--- src/hw/kbd_pkg.sv ---
`default_nettype none
package kbd_pkg;
  // register word indices, taken from address bits 5:2
  localparam logic [3:0] CR_IDX = 4'h0;
  localparam logic [3:0] STAT_IDX = 4'h1;
  localparam logic [3:0] DATA_IDX = 4'h2;
  localparam logic [3:0] DIV_IDX = 4'h3;
  localparam logic [3:0] IST_IDX = 4'h4;
  localparam logic [3:0] IMASK_IDX = 4'h5;
  // values after reset
  localparam logic [3:0] DIV_RST = 4'h0;
  localparam logic [1:0] IRQ_RST = 2'h0;
  localparam logic [7:0] BYTE_RST = 8'h00;
  // internal state machine rate and link times
  localparam int unsigned INT_CLK_MHZ = 8;
  localparam int unsigned REQ_LOW_US = 64;
  localparam int unsigned REQ_LOW_TICKS = REQ_LOW_US * INT_CLK_MHZ;
  localparam int unsigned LINK_TMO_MS = 16;
  localparam int unsigned LINK_TMO_TICKS = LINK_TMO_MS * 1000 * INT_CLK_MHZ;
  // bit counts of one serial frame
  localparam logic [3:0] RX_STOP_BIT = 4'h9;
  localparam logic [3:0] TX_ACK_BIT = 4'hA;
  // control register fields
  typedef struct packed {
    logic en;       // interface enable
    logic data_low; // force data line low
    logic clk_low;  // force clock line low
  } ctrl_t;
  localparam ctrl_t CTRL_RST = '{en: 1'b0, data_low: 1'b0, clk_low: 1'b0};
  // interrupt bits, same layout for status and mask
  typedef struct packed {
    logic rx;  // byte received
    logic tx;  // byte sent or send timed out, buffer empty
  } irq_t;
  // link states, gray coded along idle, receive, request, send
  typedef enum logic [2:0] {
    ST_IDLE = 3'b000,
    ST_RX = 3'b001,
    ST_TXREQ = 3'b011,
    ST_TXDATA = 3'b010
  } link_st_t;
endpackage
`default_nettype wire

--- src/hw/kbd_sync2.sv ---
`timescale 1ns/1ps
`default_nettype none
// two flop synchroniser, lines idle high
module kbd_sync2 #(
  parameter int unsigned W = 1
) (
  input wire logic i_ref_clk,
  input wire logic i_rstn,
  input wire logic [W-1:0] i_async,
  output logic [W-1:0] o_sync
);
  logic [W-1:0] meta_r; // first stage, read only by second
  logic [W-1:0] sync_r; // second stage
  //////////////////////////////////////////////////////////////////////////
  // capture chain
  always_ff @(posedge i_ref_clk or negedge i_rstn) begin
    if (!i_rstn) begin
      meta_r <= '1;
      sync_r <= '1;
    end else begin
      meta_r <= i_async;
      sync_r <= meta_r;
    end
  end
  assign o_sync = sync_r;
endmodule // kbd_sync2
`default_nettype wire

--- src/hw/kbd_tick_div.sv ---
`timescale 1ns/1ps
`default_nettype none
// tick every (i_div + 1) reference cycles
module kbd_tick_div #(
  parameter int unsigned W = 4
) (
  input wire logic i_ref_clk,
  input wire logic i_rstn,
  input wire logic [W-1:0] i_div,
  output logic o_tick
);
  logic [W-1:0] cnt_r; // cycles since last tick
  logic wrap; // terminal count reached
  assign wrap = (cnt_r >= i_div);
  //////////////////////////////////////////////////////////////////////////
  // free running divider
  always_ff @(posedge i_ref_clk or negedge i_rstn) begin
    if (!i_rstn) begin
      cnt_r <= '0;
      o_tick <= 1'b0;
    end else begin
      cnt_r <= wrap ? '0 : cnt_r + 1'b1;
      o_tick <= wrap;
    end
  end
endmodule // kbd_tick_div
`default_nettype wire

--- src/hw/kbd_mouse_port.sv ---
//Contract
//- access taken only while psel high
//- pwrite high writes, low reads
//- register chosen by address bits 5:2
//- read data driven only for reads
//- transfers timed by the bus strobe
//- reset input performs cold reset
//- rx interrupt while received byte waits
//- tx interrupt while transmit buffer empty; code asserts it only while the enable bit is set
//- send odd parity then high stop
//- received parity bit readable by software
//- software can force clock and data lines
//- software enable bit switches interface
//- one shared status register, poll or irq
//- pad drive outputs active low
//- state machines on divided internal tick
//- interface held reset while disabled
//- request: clock low 64us, then data low
//- full receiver inhibits link until read
//
// The placing of the registers and register access over APB were decided locally.
`timescale 1ns/1ps
`default_nettype none
module kbd_mouse_port #(
  parameter int unsigned TMO_TICKS = kbd_pkg::LINK_TMO_TICKS
) (
  input wire logic i_ref_clk,
  input wire logic i_rstn,
  input wire logic i_psel,
  input wire logic i_penable,
  input wire logic i_pwrite,
  input wire logic [31:0] i_paddr,
  input wire logic [31:0] i_pwdata,
  output logic [31:0] o_prdata,
  output logic o_pready,
  output logic o_pslverr,
  input wire logic i_serial_clock_in,
  input wire logic i_serial_data_in,
  output logic o_clock_pad_drive_n,
  output logic o_data_pad_drive_n,
  output logic o_rx_full_irq,
  output logic o_tx_empty_irq,
  output logic o_irq
);
  //////////////////////////////////////////////////////////////////////////
  // declarations
  kbd_pkg::ctrl_t ctrl_r; // control register
  logic [3:0] div_r; // tick divisor
  logic [7:0] txd_r; // transmit byte
  logic tx_pend_r; // transmit buffer full
  logic [7:0] rxd_r; // received byte
  logic rxp_r; // received parity
  logic rx_full_r; // received byte waiting
  kbd_pkg::irq_t ist_r; // sticky events
  kbd_pkg::irq_t imask_r; // event mask
  logic [31:0] prdata_r; // read data flop
  kbd_pkg::link_st_t st_r; // link state
  logic [16:0] cnt_r; // tick timer
  logic [3:0] bit_r; // falls seen in frame
  logic [9:0] sh_r; // frame shifter
  logic drv_clk_r; // machine pulls clock low
  logic drv_dat_r; // machine pulls data low
  logic clk_prev_r; // clock at last tick
  logic tick; // internal strobe, every div_r + 1 reference cycles (8 MHz target)
  logic [1:0] pads; // synced {clock, data}
  logic cin, din; // synced line levels
  //////////////////////////////////////////////////////////////////////////
  // pad synchroniser and tick divider
  kbd_sync2 #(.W(2)) u_sync (
    .i_ref_clk(i_ref_clk),
    .i_rstn(i_rstn),
    .i_async({i_serial_clock_in, i_serial_data_in}),
    .o_sync(pads)
  );
  assign cin = pads[1];
  assign din = pads[0];
  kbd_tick_div #(.W(4)) u_div (
    .i_ref_clk(i_ref_clk),
    .i_rstn(i_rstn),
    .i_div(div_r),
    .o_tick(tick)
  );
  //////////////////////////////////////////////////////////////////////////
  // bus decode
  logic setup, acc, wr, rd; // bus phases
  logic [3:0] idx; // register index
  logic sel_cr, sel_stat, sel_data, sel_div, sel_ist, sel_imask;
  assign setup = i_psel & ~i_penable;
  assign acc = i_psel & i_penable;
  assign wr = acc & i_pwrite;
  assign rd = acc & ~i_pwrite;
  assign idx = i_paddr[5:2];
  assign sel_cr = (idx == kbd_pkg::CR_IDX);
  assign sel_stat = (idx == kbd_pkg::STAT_IDX);
  assign sel_data = (idx == kbd_pkg::DATA_IDX);
  assign sel_div = (idx == kbd_pkg::DIV_IDX);
  assign sel_ist = (idx == kbd_pkg::IST_IDX);
  assign sel_imask = (idx == kbd_pkg::IMASK_IDX);
  assign o_pready = 1'b1;
  assign o_pslverr = 1'b0;
  //////////////////////////////////////////////////////////////////////////
  // link events and status
  logic fall; // clock line fell this tick
  logic rx_done, tx_done, tmo; // frame ends
  logic tx_busy, rx_busy;
  logic [6:0] stat; // shared status word
  assign fall = tick & clk_prev_r & ~cin;
  assign tmo = tick & (cnt_r == 17'(TMO_TICKS - 1));
  assign rx_done = (st_r == kbd_pkg::ST_RX) & fall &
                   (bit_r == kbd_pkg::RX_STOP_BIT);
  assign tx_done = (st_r == kbd_pkg::ST_TXDATA) &
                   ((fall & (bit_r == kbd_pkg::TX_ACK_BIT)) | tmo);
  assign tx_busy = (st_r == kbd_pkg::ST_TXREQ) |
                   (st_r == kbd_pkg::ST_TXDATA);
  assign rx_busy = (st_r == kbd_pkg::ST_RX);
  assign stat = {o_tx_empty_irq, tx_busy, rx_full_r, rx_busy,
                 rxp_r, din, cin};
  //////////////////////////////////////////////////////////////////////////
  // read mux
  logic [31:0] rmux;
  assign rmux = sel_cr ? {29'h0, ctrl_r} :
                sel_stat ? {25'h0, stat} :
                sel_data ? {24'h0, rxd_r} :
                sel_div ? {28'h0, div_r} :
                sel_ist ? {30'h0, ist_r} :
                sel_imask ? {30'h0, imask_r} : 32'h0;
  // read data loads in setup of a read, zero otherwise
  always_ff @(posedge i_ref_clk or negedge i_rstn) begin
    if (!i_rstn) begin
      prdata_r <= 32'h0;
    end else begin
      prdata_r <= (setup & ~i_pwrite) ? rmux : 32'h0;
    end
  end
  assign o_prdata = prdata_r;
  //////////////////////////////////////////////////////////////////////////
  // software registers, cold reset on i_rstn
  always_ff @(posedge i_ref_clk or negedge i_rstn) begin
    if (!i_rstn) begin
      ctrl_r <= kbd_pkg::CTRL_RST;
      div_r <= kbd_pkg::DIV_RST;
      txd_r <= kbd_pkg::BYTE_RST;
      imask_r <= kbd_pkg::IRQ_RST;
    end else if (wr) begin
      if (sel_cr) begin
        ctrl_r <= i_pwdata[2:0];
      end
      if (sel_div) begin
        div_r <= i_pwdata[3:0];
      end
      if (sel_data) begin
        txd_r <= i_pwdata[7:0];
      end
      if (sel_imask) begin
        imask_r <= i_pwdata[1:0];
      end
    end
  end
  //////////////////////////////////////////////////////////////////////////
  // buffer flags; hardware set wins over clear
  always_ff @(posedge i_ref_clk or negedge i_rstn) begin
    if (!i_rstn) begin
      tx_pend_r <= 1'b0;
      rx_full_r <= 1'b0;
      rxd_r <= kbd_pkg::BYTE_RST;
      rxp_r <= 1'b0;
      ist_r <= kbd_pkg::IRQ_RST;
    end else begin
      if (!ctrl_r.en) begin
        tx_pend_r <= 1'b0;
      end else if (wr & sel_data) begin
        tx_pend_r <= 1'b1;
      end else if (tx_done) begin
        tx_pend_r <= 1'b0;
      end
      if (rx_done) begin
        rx_full_r <= 1'b1;
        rxd_r <= sh_r[8:1];
        rxp_r <= sh_r[9];
      end else if ((rd & sel_data) | ~ctrl_r.en) begin
        rx_full_r <= 1'b0;
      end
      ist_r <= (ist_r & ~((wr & sel_ist) ? i_pwdata[1:0] : 2'h0)) |
               {rx_done, tx_done};
    end
  end
  assign o_rx_full_irq = rx_full_r;
  assign o_tx_empty_irq = ctrl_r.en & ~tx_pend_r;
  assign o_irq = |(ist_r & imask_r);
  //////////////////////////////////////////////////////////////////////////
  // link state machine, steps on tick; forced to idle on any cycle while disabled
  always_ff @(posedge i_ref_clk or negedge i_rstn) begin
    if (!i_rstn) begin
      st_r <= kbd_pkg::ST_IDLE;
      cnt_r <= 17'h0;
      bit_r <= 4'h0;
      sh_r <= 10'h0;
      drv_clk_r <= 1'b0;
      drv_dat_r <= 1'b0;
      clk_prev_r <= 1'b1;
    end else if (!ctrl_r.en) begin
      st_r <= kbd_pkg::ST_IDLE;
      cnt_r <= 17'h0;
      bit_r <= 4'h0;
      drv_clk_r <= 1'b0;
      drv_dat_r <= 1'b0;
      // follow the line so a forced low seen at enable is no false fall
      clk_prev_r <= cin;
    end else if (tick) begin
      clk_prev_r <= cin;
      cnt_r <= cnt_r + 17'h1;
      case (st_r)
        kbd_pkg::ST_IDLE: begin
          cnt_r <= 17'h0;
          bit_r <= 4'h0;
          if (fall & ~din & ~rx_full_r) begin
            st_r <= kbd_pkg::ST_RX; // start bit seen
          end else if (tx_pend_r & ~fall) begin
            st_r <= kbd_pkg::ST_TXREQ;
            drv_clk_r <= 1'b1;
            sh_r <= {1'b1, ~^txd_r, txd_r};
          end
        end
        kbd_pkg::ST_RX: begin
          if (tmo) begin
            st_r <= kbd_pkg::ST_IDLE; // stalled frame dropped
          end else if (fall) begin
            bit_r <= bit_r + 4'h1;
            sh_r <= {din, sh_r[9:1]};
            if (bit_r == kbd_pkg::RX_STOP_BIT) begin
              st_r <= kbd_pkg::ST_IDLE;
            end
          end
        end
        kbd_pkg::ST_TXREQ: begin
          if (cnt_r == 17'(kbd_pkg::REQ_LOW_TICKS - 1)) begin
            st_r <= kbd_pkg::ST_TXDATA;
            drv_clk_r <= 1'b0;
            drv_dat_r <= 1'b1;
            cnt_r <= 17'h0;
          end
        end
        kbd_pkg::ST_TXDATA: begin
          if (tmo) begin
            st_r <= kbd_pkg::ST_IDLE;
            drv_dat_r <= 1'b0;
          end else if (fall) begin
            bit_r <= bit_r + 4'h1;
            drv_dat_r <= ~sh_r[0];
            sh_r <= {1'b1, sh_r[9:1]};
            if (bit_r == kbd_pkg::TX_ACK_BIT) begin
              st_r <= kbd_pkg::ST_IDLE;
              drv_dat_r <= 1'b0;
            end
          end
        end
        default: begin
          st_r <= kbd_pkg::ST_IDLE;
        end
      endcase
    end
  end
  //////////////////////////////////////////////////////////////////////////
  // pad drives, low pulls the line low
  logic inhibit; // hold keyboard off while byte waits
  assign inhibit = ctrl_r.en & rx_full_r &
                   (st_r == kbd_pkg::ST_IDLE);
  assign o_clock_pad_drive_n = ~(ctrl_r.clk_low | drv_clk_r |
                                 inhibit);
  assign o_data_pad_drive_n = ~(ctrl_r.data_low | drv_dat_r);
endmodule // kbd_mouse_port
`default_nettype wire

--- config.mk ---
export PLATFORM = sky130hd
export DESIGN_NAME = kbd_mouse_port
export DESIGN_NICKNAME = d
export VERILOG_FILES = /design/src/hw/kbd_pkg.sv /design/src/hw/kbd_sync2.sv /design/src/hw/kbd_tick_div.sv /design/src/hw/kbd_mouse_port.sv
export SDC_FILE = /design/constraint.sdc
export NUM_CORES = 1
export LEC_CHECK = 0
export BUFFER_PORTS_ARGS = -buffer_cell sky130_fd_sc_hd__buf_2
export CAP_MARGIN = 25
export CORE_UTILIZATION = 55
export CTS_CLUSTER_SIZE = 25
export DETAILED_ROUTE_END_ITERATION = 8
export GPL_ROUTABILITY_DRIVEN = 0
export GPL_TIMING_DRIVEN = 0
export MAX_ROUTING_LAYER = met4
export PLACE_DENSITY_LB_ADDON = 0.08
export SETUP_SLACK_MARGIN = 0.02
export SKIP_CTS_REPAIR_TIMING = 1
export SYNTH_ARGS = -nofsm -noshare
export SYNTH_HDL_FRONTEND = slang
export SYNTH_SLANG_ARGS = --single-unit
--- constraint.sdc ---
create_clock -name i_ref_clk -period 4.3 [get_ports i_ref_clk]
set_input_delay 1.075 -clock i_ref_clk [delete_from_list [all_inputs] [get_ports i_ref_clk]]
set_output_delay 1.075 -clock i_ref_clk [all_outputs]
set_load 0.05 [all_outputs]
==> impl_results.md, run 1 <==
* Die boundary width at 92.9 µm
* Die Y at 92.9 µm
* Gr ovfl total at 0
* Hold_ws at 0.358 ns
* Vias at 3394
* Clock skew at 0.00784 ns
* Core Footprint at 0.00785 mm²
* Distinct cells, synth at 58
* Top post-synthesis cells by area: dfrtp_1, mux2_2, buf_4
* VDD IR max at 0.336 mV
* Gate power share at 0.209
* # IOs at 110
* Reg power frac at 0.456
* Layout Nets at 608
* DRT Pass-1 Iters at 4
* RSZ-0062 raised after global routing: no
* Worst slew margin at 0.319
* Worst path top cell family by delay: buffers and inverters
* Area growth syn-to-layout at 13.9%
* CP bufs+invs at 3
* Fill cell count at 634
* Via density per instance at 5.39
* Top_reg_cell synth: dfrtp_1
* Sum Neg Setup Slack at 0 ns
* Num CTS Buffers at 9
* Htree depth at 3
* Hold Path Class: reg2reg
* Most frequent cell after synthesis: dfrtp_1
* Share of layout cells above drive strength 1 at 0.237
* DIE AREA at 0.00863 mm²
* Part of the cycle the worst path needs at 0.691
* Multi-input combinational cell area at 0.00217 mm²
* Total Wirelength at 9.57 mm
* Worst Path Max Fanout at 10
* WL/cell at 15.2 µm
* Crit path arrival time at 1.89 ns
* Port buffer count at 30
* Post-layout minimum cycle time at 2.97 ns
* Register area at 0.00208 mm²
* Initial DRC count at 283
* Int Power at 1.36 mW
* # setup viols final at 0
* Max Fclk at 337 MHz
* Post-synth top area share at 0.430
* Yosys reg bits at 83
* Slowest cell on crit path: dfrtp_1
* Power per cell area at 377 mW/mm²
* Initial antenna violation count at 0
* CP endpoint kind: output port
* First-pass GRT wire length at 16.1 mm
* Switching share of power at 0.303
* Maximum root-to-sink buffer count at 2
* Ys async rst share at 1.00
* Max_cap viols at 0
* CTS Root Cell: clkbuf_8
* CTS tree: done
* Pleak at 2.44 nW
* Clock Pin Slew Worst Setup and Hold Paths at 0.09 ns
* Cell area after synthesis at 0.00454 mm²
* Detailed Place HPWL at 7.02 mm
* Synth warn at 0
* Final hold violation count at 0
* Tightest Pin Transition at 1.01 ns
* Initial Util at 0.579
* Largest net degree at the start of global routing at 49
* Max Slew Vio Count at 0
* Vias in the first global route at 3227
* Crit-path cells: buf_6 > clkbuf_1 > a311oi_1 > buf_2
* Max incr delay on CP at 0.51 ns
* Mean post-synth cell area at 9.94 µm²
* Sequential share of the synthesized area at 0.458
* Total Routing Usage GR at 0.252
* P_sw at 0.590 mW
* Area leader, netlist: dfrtp_1
* Outcome: complete, no violations
* WS Path Type: reg2out
* Clock power share at 0.335
* FP Rows at 32
* Gate Count Post-Synth at 457
* Post-synth top cells: dfrtp_1, nand2_1, nor2_1
* DRC at 0
* Clk Latency, worst-skew pair at 0.36 ns
* DRT antenna net count at 0
* Worst EP required at 3.22 ns
* CP Launch Type: register
* Antenna Cells at 0
* Clock sinks at 83
* EDFF count, synth at 0
[cells in the final DEF, fill, tap and decap left out, drive strengths merged, types with 3 or more instances in the layout]
cell type and count:
buf 64, a21o 5, a31oi 4, a22oi 5, a311oi 3, conb 26, o211ai 3, nand4b 3
and2 6, nand2 44, and4 3, nor2 37, and3 5, a21oi 14, mux2i 5, or4 3
ha 14, nor3b 4, o21ai 30, xor2 13, dfrtp 78, mux2 29, xnor2 11, inv 26
nand2b 4, nand3b 4, dfstp 5, nand4 7, or3 3, nor2b 11, nand3 9, clkbuf 20
[final timing paths]
check	end	start	depth (start not counted)	slack [ns]
worst max-delay path	o_clock_pad_drive_n	ctrl_r[2]	4	1.33
worst min-delay path	u_sync.o_sync[1]	u_sync.meta_r[1]	0	0.36
worst max register to register	sh_r[1]	cnt_r[0]	7	1.82
worst min register to register	u_sync.o_sync[1]	u_sync.meta_r[1]	0	0.36
max in group asynchronous	u_sync.o_sync[1]	i_rstn	2	2.96
min in group asynchronous	o_prdata[2]	i_rstn	1	0.68
[registers in the layout, indices dropped and copies added (netlist names), 3 cells and up]
signal and count:
bit_r 4, cnt_r 17, ctrl_r 3, div_r 4
o_prdata 8, rxd_r 8, sh_r 10, txd_r 8
u_div.cnt_r 4
[metrics by stage]
step | power (mW) | instance area (µm²) | setup slack [ns] | std cells | util
after global placement | 1.29 | 4910 | 1.44 | 613 | 0.626
after CTS | 1.97 | 5180 | 1.32 | 630 | 0.660
final | 1.95 | 5180 | 1.33 | 630 | 0.660
after global routing | 2.06 | 5180 | 1.25 | 630 | 0.660
after floorplan | 1.20 | 4630 | 1.23 | 481 | -
after detailed placement | 1.31 | 4940 | 1.42 | 614 | 0.630
[per-layer routing]
layer	routed length, µm	global-route usage	up-vias
li1	-	-	1652
met1	4710	0.360	1626
met2	4240	0.362	103
met3	476	0.0460	13
met4	136	0.0885	0
met5	0	-	-
[power groups by stage]
stage | Combinational [mW] | Sequential, mW | Clock (mW)
after floorplan | 0.314 | 0.889 | 0
after global placement | 0.394 | 0.901 | 0
after detailed placement | 0.408 | 0.904 | 0
after CTS | 0.409 | 0.888 | 0.668
after global routing | 0.456 | 0.897 | 0.703
final | 0.407 | 0.888 | 0.654
[cells by family (layout without fill, tap and decap cells)]
| family | count (synthesis) | in the layout | share of synthesized area |
|---|---|---|---|
| AO/OA/AOI/OAI | 76 | 76 | 0.104 |
| XOR/XNOR | 24 | 24 | 0.0463 |
| adder cells (fa/ha/maj) | 14 | 14 | 0.0385 |
| buffers and inverters | 67 | 114 | 0.0840 |
| flip-flops | 83 | 83 | 0.458 |
| multiplexers | 34 | 34 | 0.0829 |
| other | 2 | 26 | 0.00165 |
| AND/OR/NAND/NOR | 157 | 157 | 0.184 |
[final cells by class]
cell class	instances	share of cell area
plain buffers	42	0.0556
clock buffers	11	0.0292
clock inverters	5	0.0162
inverters	25	0.0181
multi-input cells	331	0.419
flip-flops and latches	83	0.402
well taps	102	0.0246
repair buffers	31	0.0348
(Power assumes the default switching activity.)
==> run 2: changes to the inputs <==
- CORE_UTILIZATION: 55 -> 49
- clock period: 4.3 -> 2.63 ns (I/O delays scaled with it)
==> impl_results.md, run 2 (synthesis gave the netlist of run 1 again) <==
* Outcome: complete, no violations
* CTS Root Cell: clkbuf_8
* Tightest Pin Transition at 0.690 ns (-0.317 ns)
* Post-layout minimum cycle time at 2.45 ns
* Max_cap viols at 0 (unchanged)
* Met3 usage at 0.0344 (-0.0116)
* Largest Register: cnt_r
* Commonest non-fill, non-tap cells in the layout: dfrtp_1, nand2_1, nor2_1
* DIE AREA at 0.00966 mm² (+12%)
* Biggest regs: cnt_r (17), sh_r (10)
* Antenna Cells at 0 (unchanged)
* Share of layout cells above drive strength 1 at 0.239 (+0.00189)
* Reg2reg start: cnt_r[0]
* Maximum root-to-sink buffer count at 2 (unchanged)
* Clock sinks at 83 (unchanged)
* Max incr delay on CP at 0.40 ns (-0.11 ns)
* Worst path top cell family by delay: buffers and inverters
* CTS tree: done
* R2R Setup Slk at 0.24 ns (-1.58 ns)
* Area growth syn-to-layout at 14.3%
* Clk Latency, worst-skew pair at 0.36 ns (about the same)
* Port buffer count at 30 (unchanged)
* CP endpoint kind: output port
* Layout Nets at 608 (unchanged)
* CP bufs+invs at 2 (-1)
* Total Wirelength at 9.69 mm (+1.3%)
* CP Launch Type: register
* Worst EP required at 1.97 ns (-1.25 ns)
* DRT antenna net count at 0 (unchanged)
* Htree depth at 3 (unchanged)
* Die Y at 98.3 µm (+5.8%)
* Via density per instance at 5.39 (+0.14%)
* Detailed Place HPWL at 7.11 mm (+1.4%)
* Initial DRC count at 177 (-37%)
* # setup viols final at 0 (unchanged)
* Met2 layer usage reported by global route at 0.353 (-0.00832)
* WS Path Type: reg2out
* Crit path arrival time at 1.80 ns (-0.09 ns)
* Clock skew at 0.00954 ns (+0.00170 ns)
* VDD IR max at 0.360 mV (+6.9%)
* Pleak at 2.45 nW (+0.33%)
* Worst Path Max Fanout at 7 (-3)
* Final hold violation count at 0 (unchanged)
* Num CTS Buffers at 9 (unchanged)
* Max reg flops at 17 (unchanged)
* Largest net degree at the start of global routing at 52 (+6.1%)
* Vias at 3431 (+1.1%)
* Total Routing Usage GR at 0.224 (-0.0277)
* Core Footprint at 0.00885 mm² (+13%)
* Busiest grt layer: met2
* Worst Slack Setup Final at 0.176 ns (-1.15 ns)
* Power per cell area at 609 mW/mm² (+62%)
* Crit-path cells: inv_1 > ha_1 > a311oi_2 > buf_2
* WL/cell at 15.2 µm (+0.36%)
* Commonest non-fill, non-tap cell in the layout: dfrtp_1
* Die boundary width at 98.3 µm (+5.8%)
* Hold Path Class: in2async
* Worst r2r path cells at 7 (unchanged)
* M1 GR Usage at 0.295 (-0.0656)
* Worst Setup SP: st_r[0]
* Initial antenna violation count at 0 (unchanged)
* RSZ-0062 raised after global routing: no
* Fill cell count at 771 (+22%)
* Sum Neg Setup Slack at 0 ns (unchanged)
* Max Fclk at 407 MHz
* Crit path capture: o_clock_pad_drive_n
* # IOs at 110 (unchanged)
* Clock Pin Slew Worst Setup and Hold Paths at 0.09 ns (about the same)
* Vias in the first global route at 3283 (+1.7%)
* DRC at 0 (unchanged)
* First-pass GRT wire length at 16.5 mm (+2.0%)
* Worst slew margin at 0.534 (+0.214)
* DRT Pass-1 Iters at 6 (+2)
* Worst slack, placed at 0.147 ns (-1.27 ns)
* Gr ovfl total at 0 (unchanged)
* FP Rows at 34 (+6.3%)
* Critical path depth at 4 (unchanged)
* Slowest cell on crit path: dfrtp_1
* Part of the cycle the worst path needs at 0.933
* Worst r2r dst: sh_r[9]
* Max Slew Vio Count at 0 (unchanged)
* Initial Util at 0.514 (-0.0655)
[run 2: changes by cell type in the layout (fill, tap and decap cells not counted), sizes merged]
cell | before | now
buf | 64 | 65
clkbuf | 20 | 19
clkinv | 0 | 3
clkinvlp | 2 | 0
inv | 26 | 25
[run 2: worst min-delay path by stage]
stage / endpoint / slack [ns] / depth (start not counted)
2_1_floorplan: u_sync.o_sync[0] / 0.35 / 0
6_report: bit_r[3] / 0.24 / 1
3_5_place_dp: u_sync.o_sync[0] / 0.35 / 0
4_1_cts: bit_r[3] / 0.24 / 1
3_3_place_gp: u_sync.o_sync[0] / 0.35 / 0
5_1_grt: bit_r[3] / 0.27 / 1
[run 2: cell type report]
class / count / area [µm²] / share of cell area
buffer: 41 / 284 / 0.0547
clock buffer: 11 / 141 / 0.0272
clock inverter: 5 / 86.3 / 0.0166
inverter: 25 / 93.8 / 0.0181
multi-input combinational: 331 / 2180 / 0.420
sequential: 83 / 2080 / 0.401
tap: 108 / 135 / 0.0260
timing repair buffer: 32 / 185 / 0.0357
[run 2: report_power, final]
part           internal, mW  switching [mW]  total, mW
combinational         0.261           0.404      0.665
sequential             1.37          0.0784       1.45
clock                 0.567           0.480       1.05
[run 2: stage by stage]
| step | area (µm²) | hold WS, ns | std cells | power [mW] | utilization |
|---|---|---|---|---|---|
| 2_1_floorplan | 4640 | 0.345 | 481 | 1.97 | - |
| 3_3_place_gp | 4930 | 0.347 | 619 | 2.12 | 0.557 |
| 3_5_place_dp | 4960 | 0.349 | 621 | 2.14 | 0.561 |
| 4_1_cts | 5190 | 0.244 | 637 | 3.20 | 0.586 |
| 5_1_grt | 5190 | 0.271 | 636 | 3.32 | 0.587 |
| 6_report | 5190 | 0.235 | 636 | 3.16 | 0.587 |
[run 2: per-layer routing]
| layer | wire length, µm | up-vias | part of all wire |
|---|---|---|---|
| li1 | - | 1652 | - |
| met5 | 0 | - | 0 |
| met2 | 4770 | 81 | 0.49 |
| met3 | 342 | 15 | 0.035 |
| met4 | 157 | 0 | 0.016 |
| met1 | 4420 | 1683 | 0.46 |
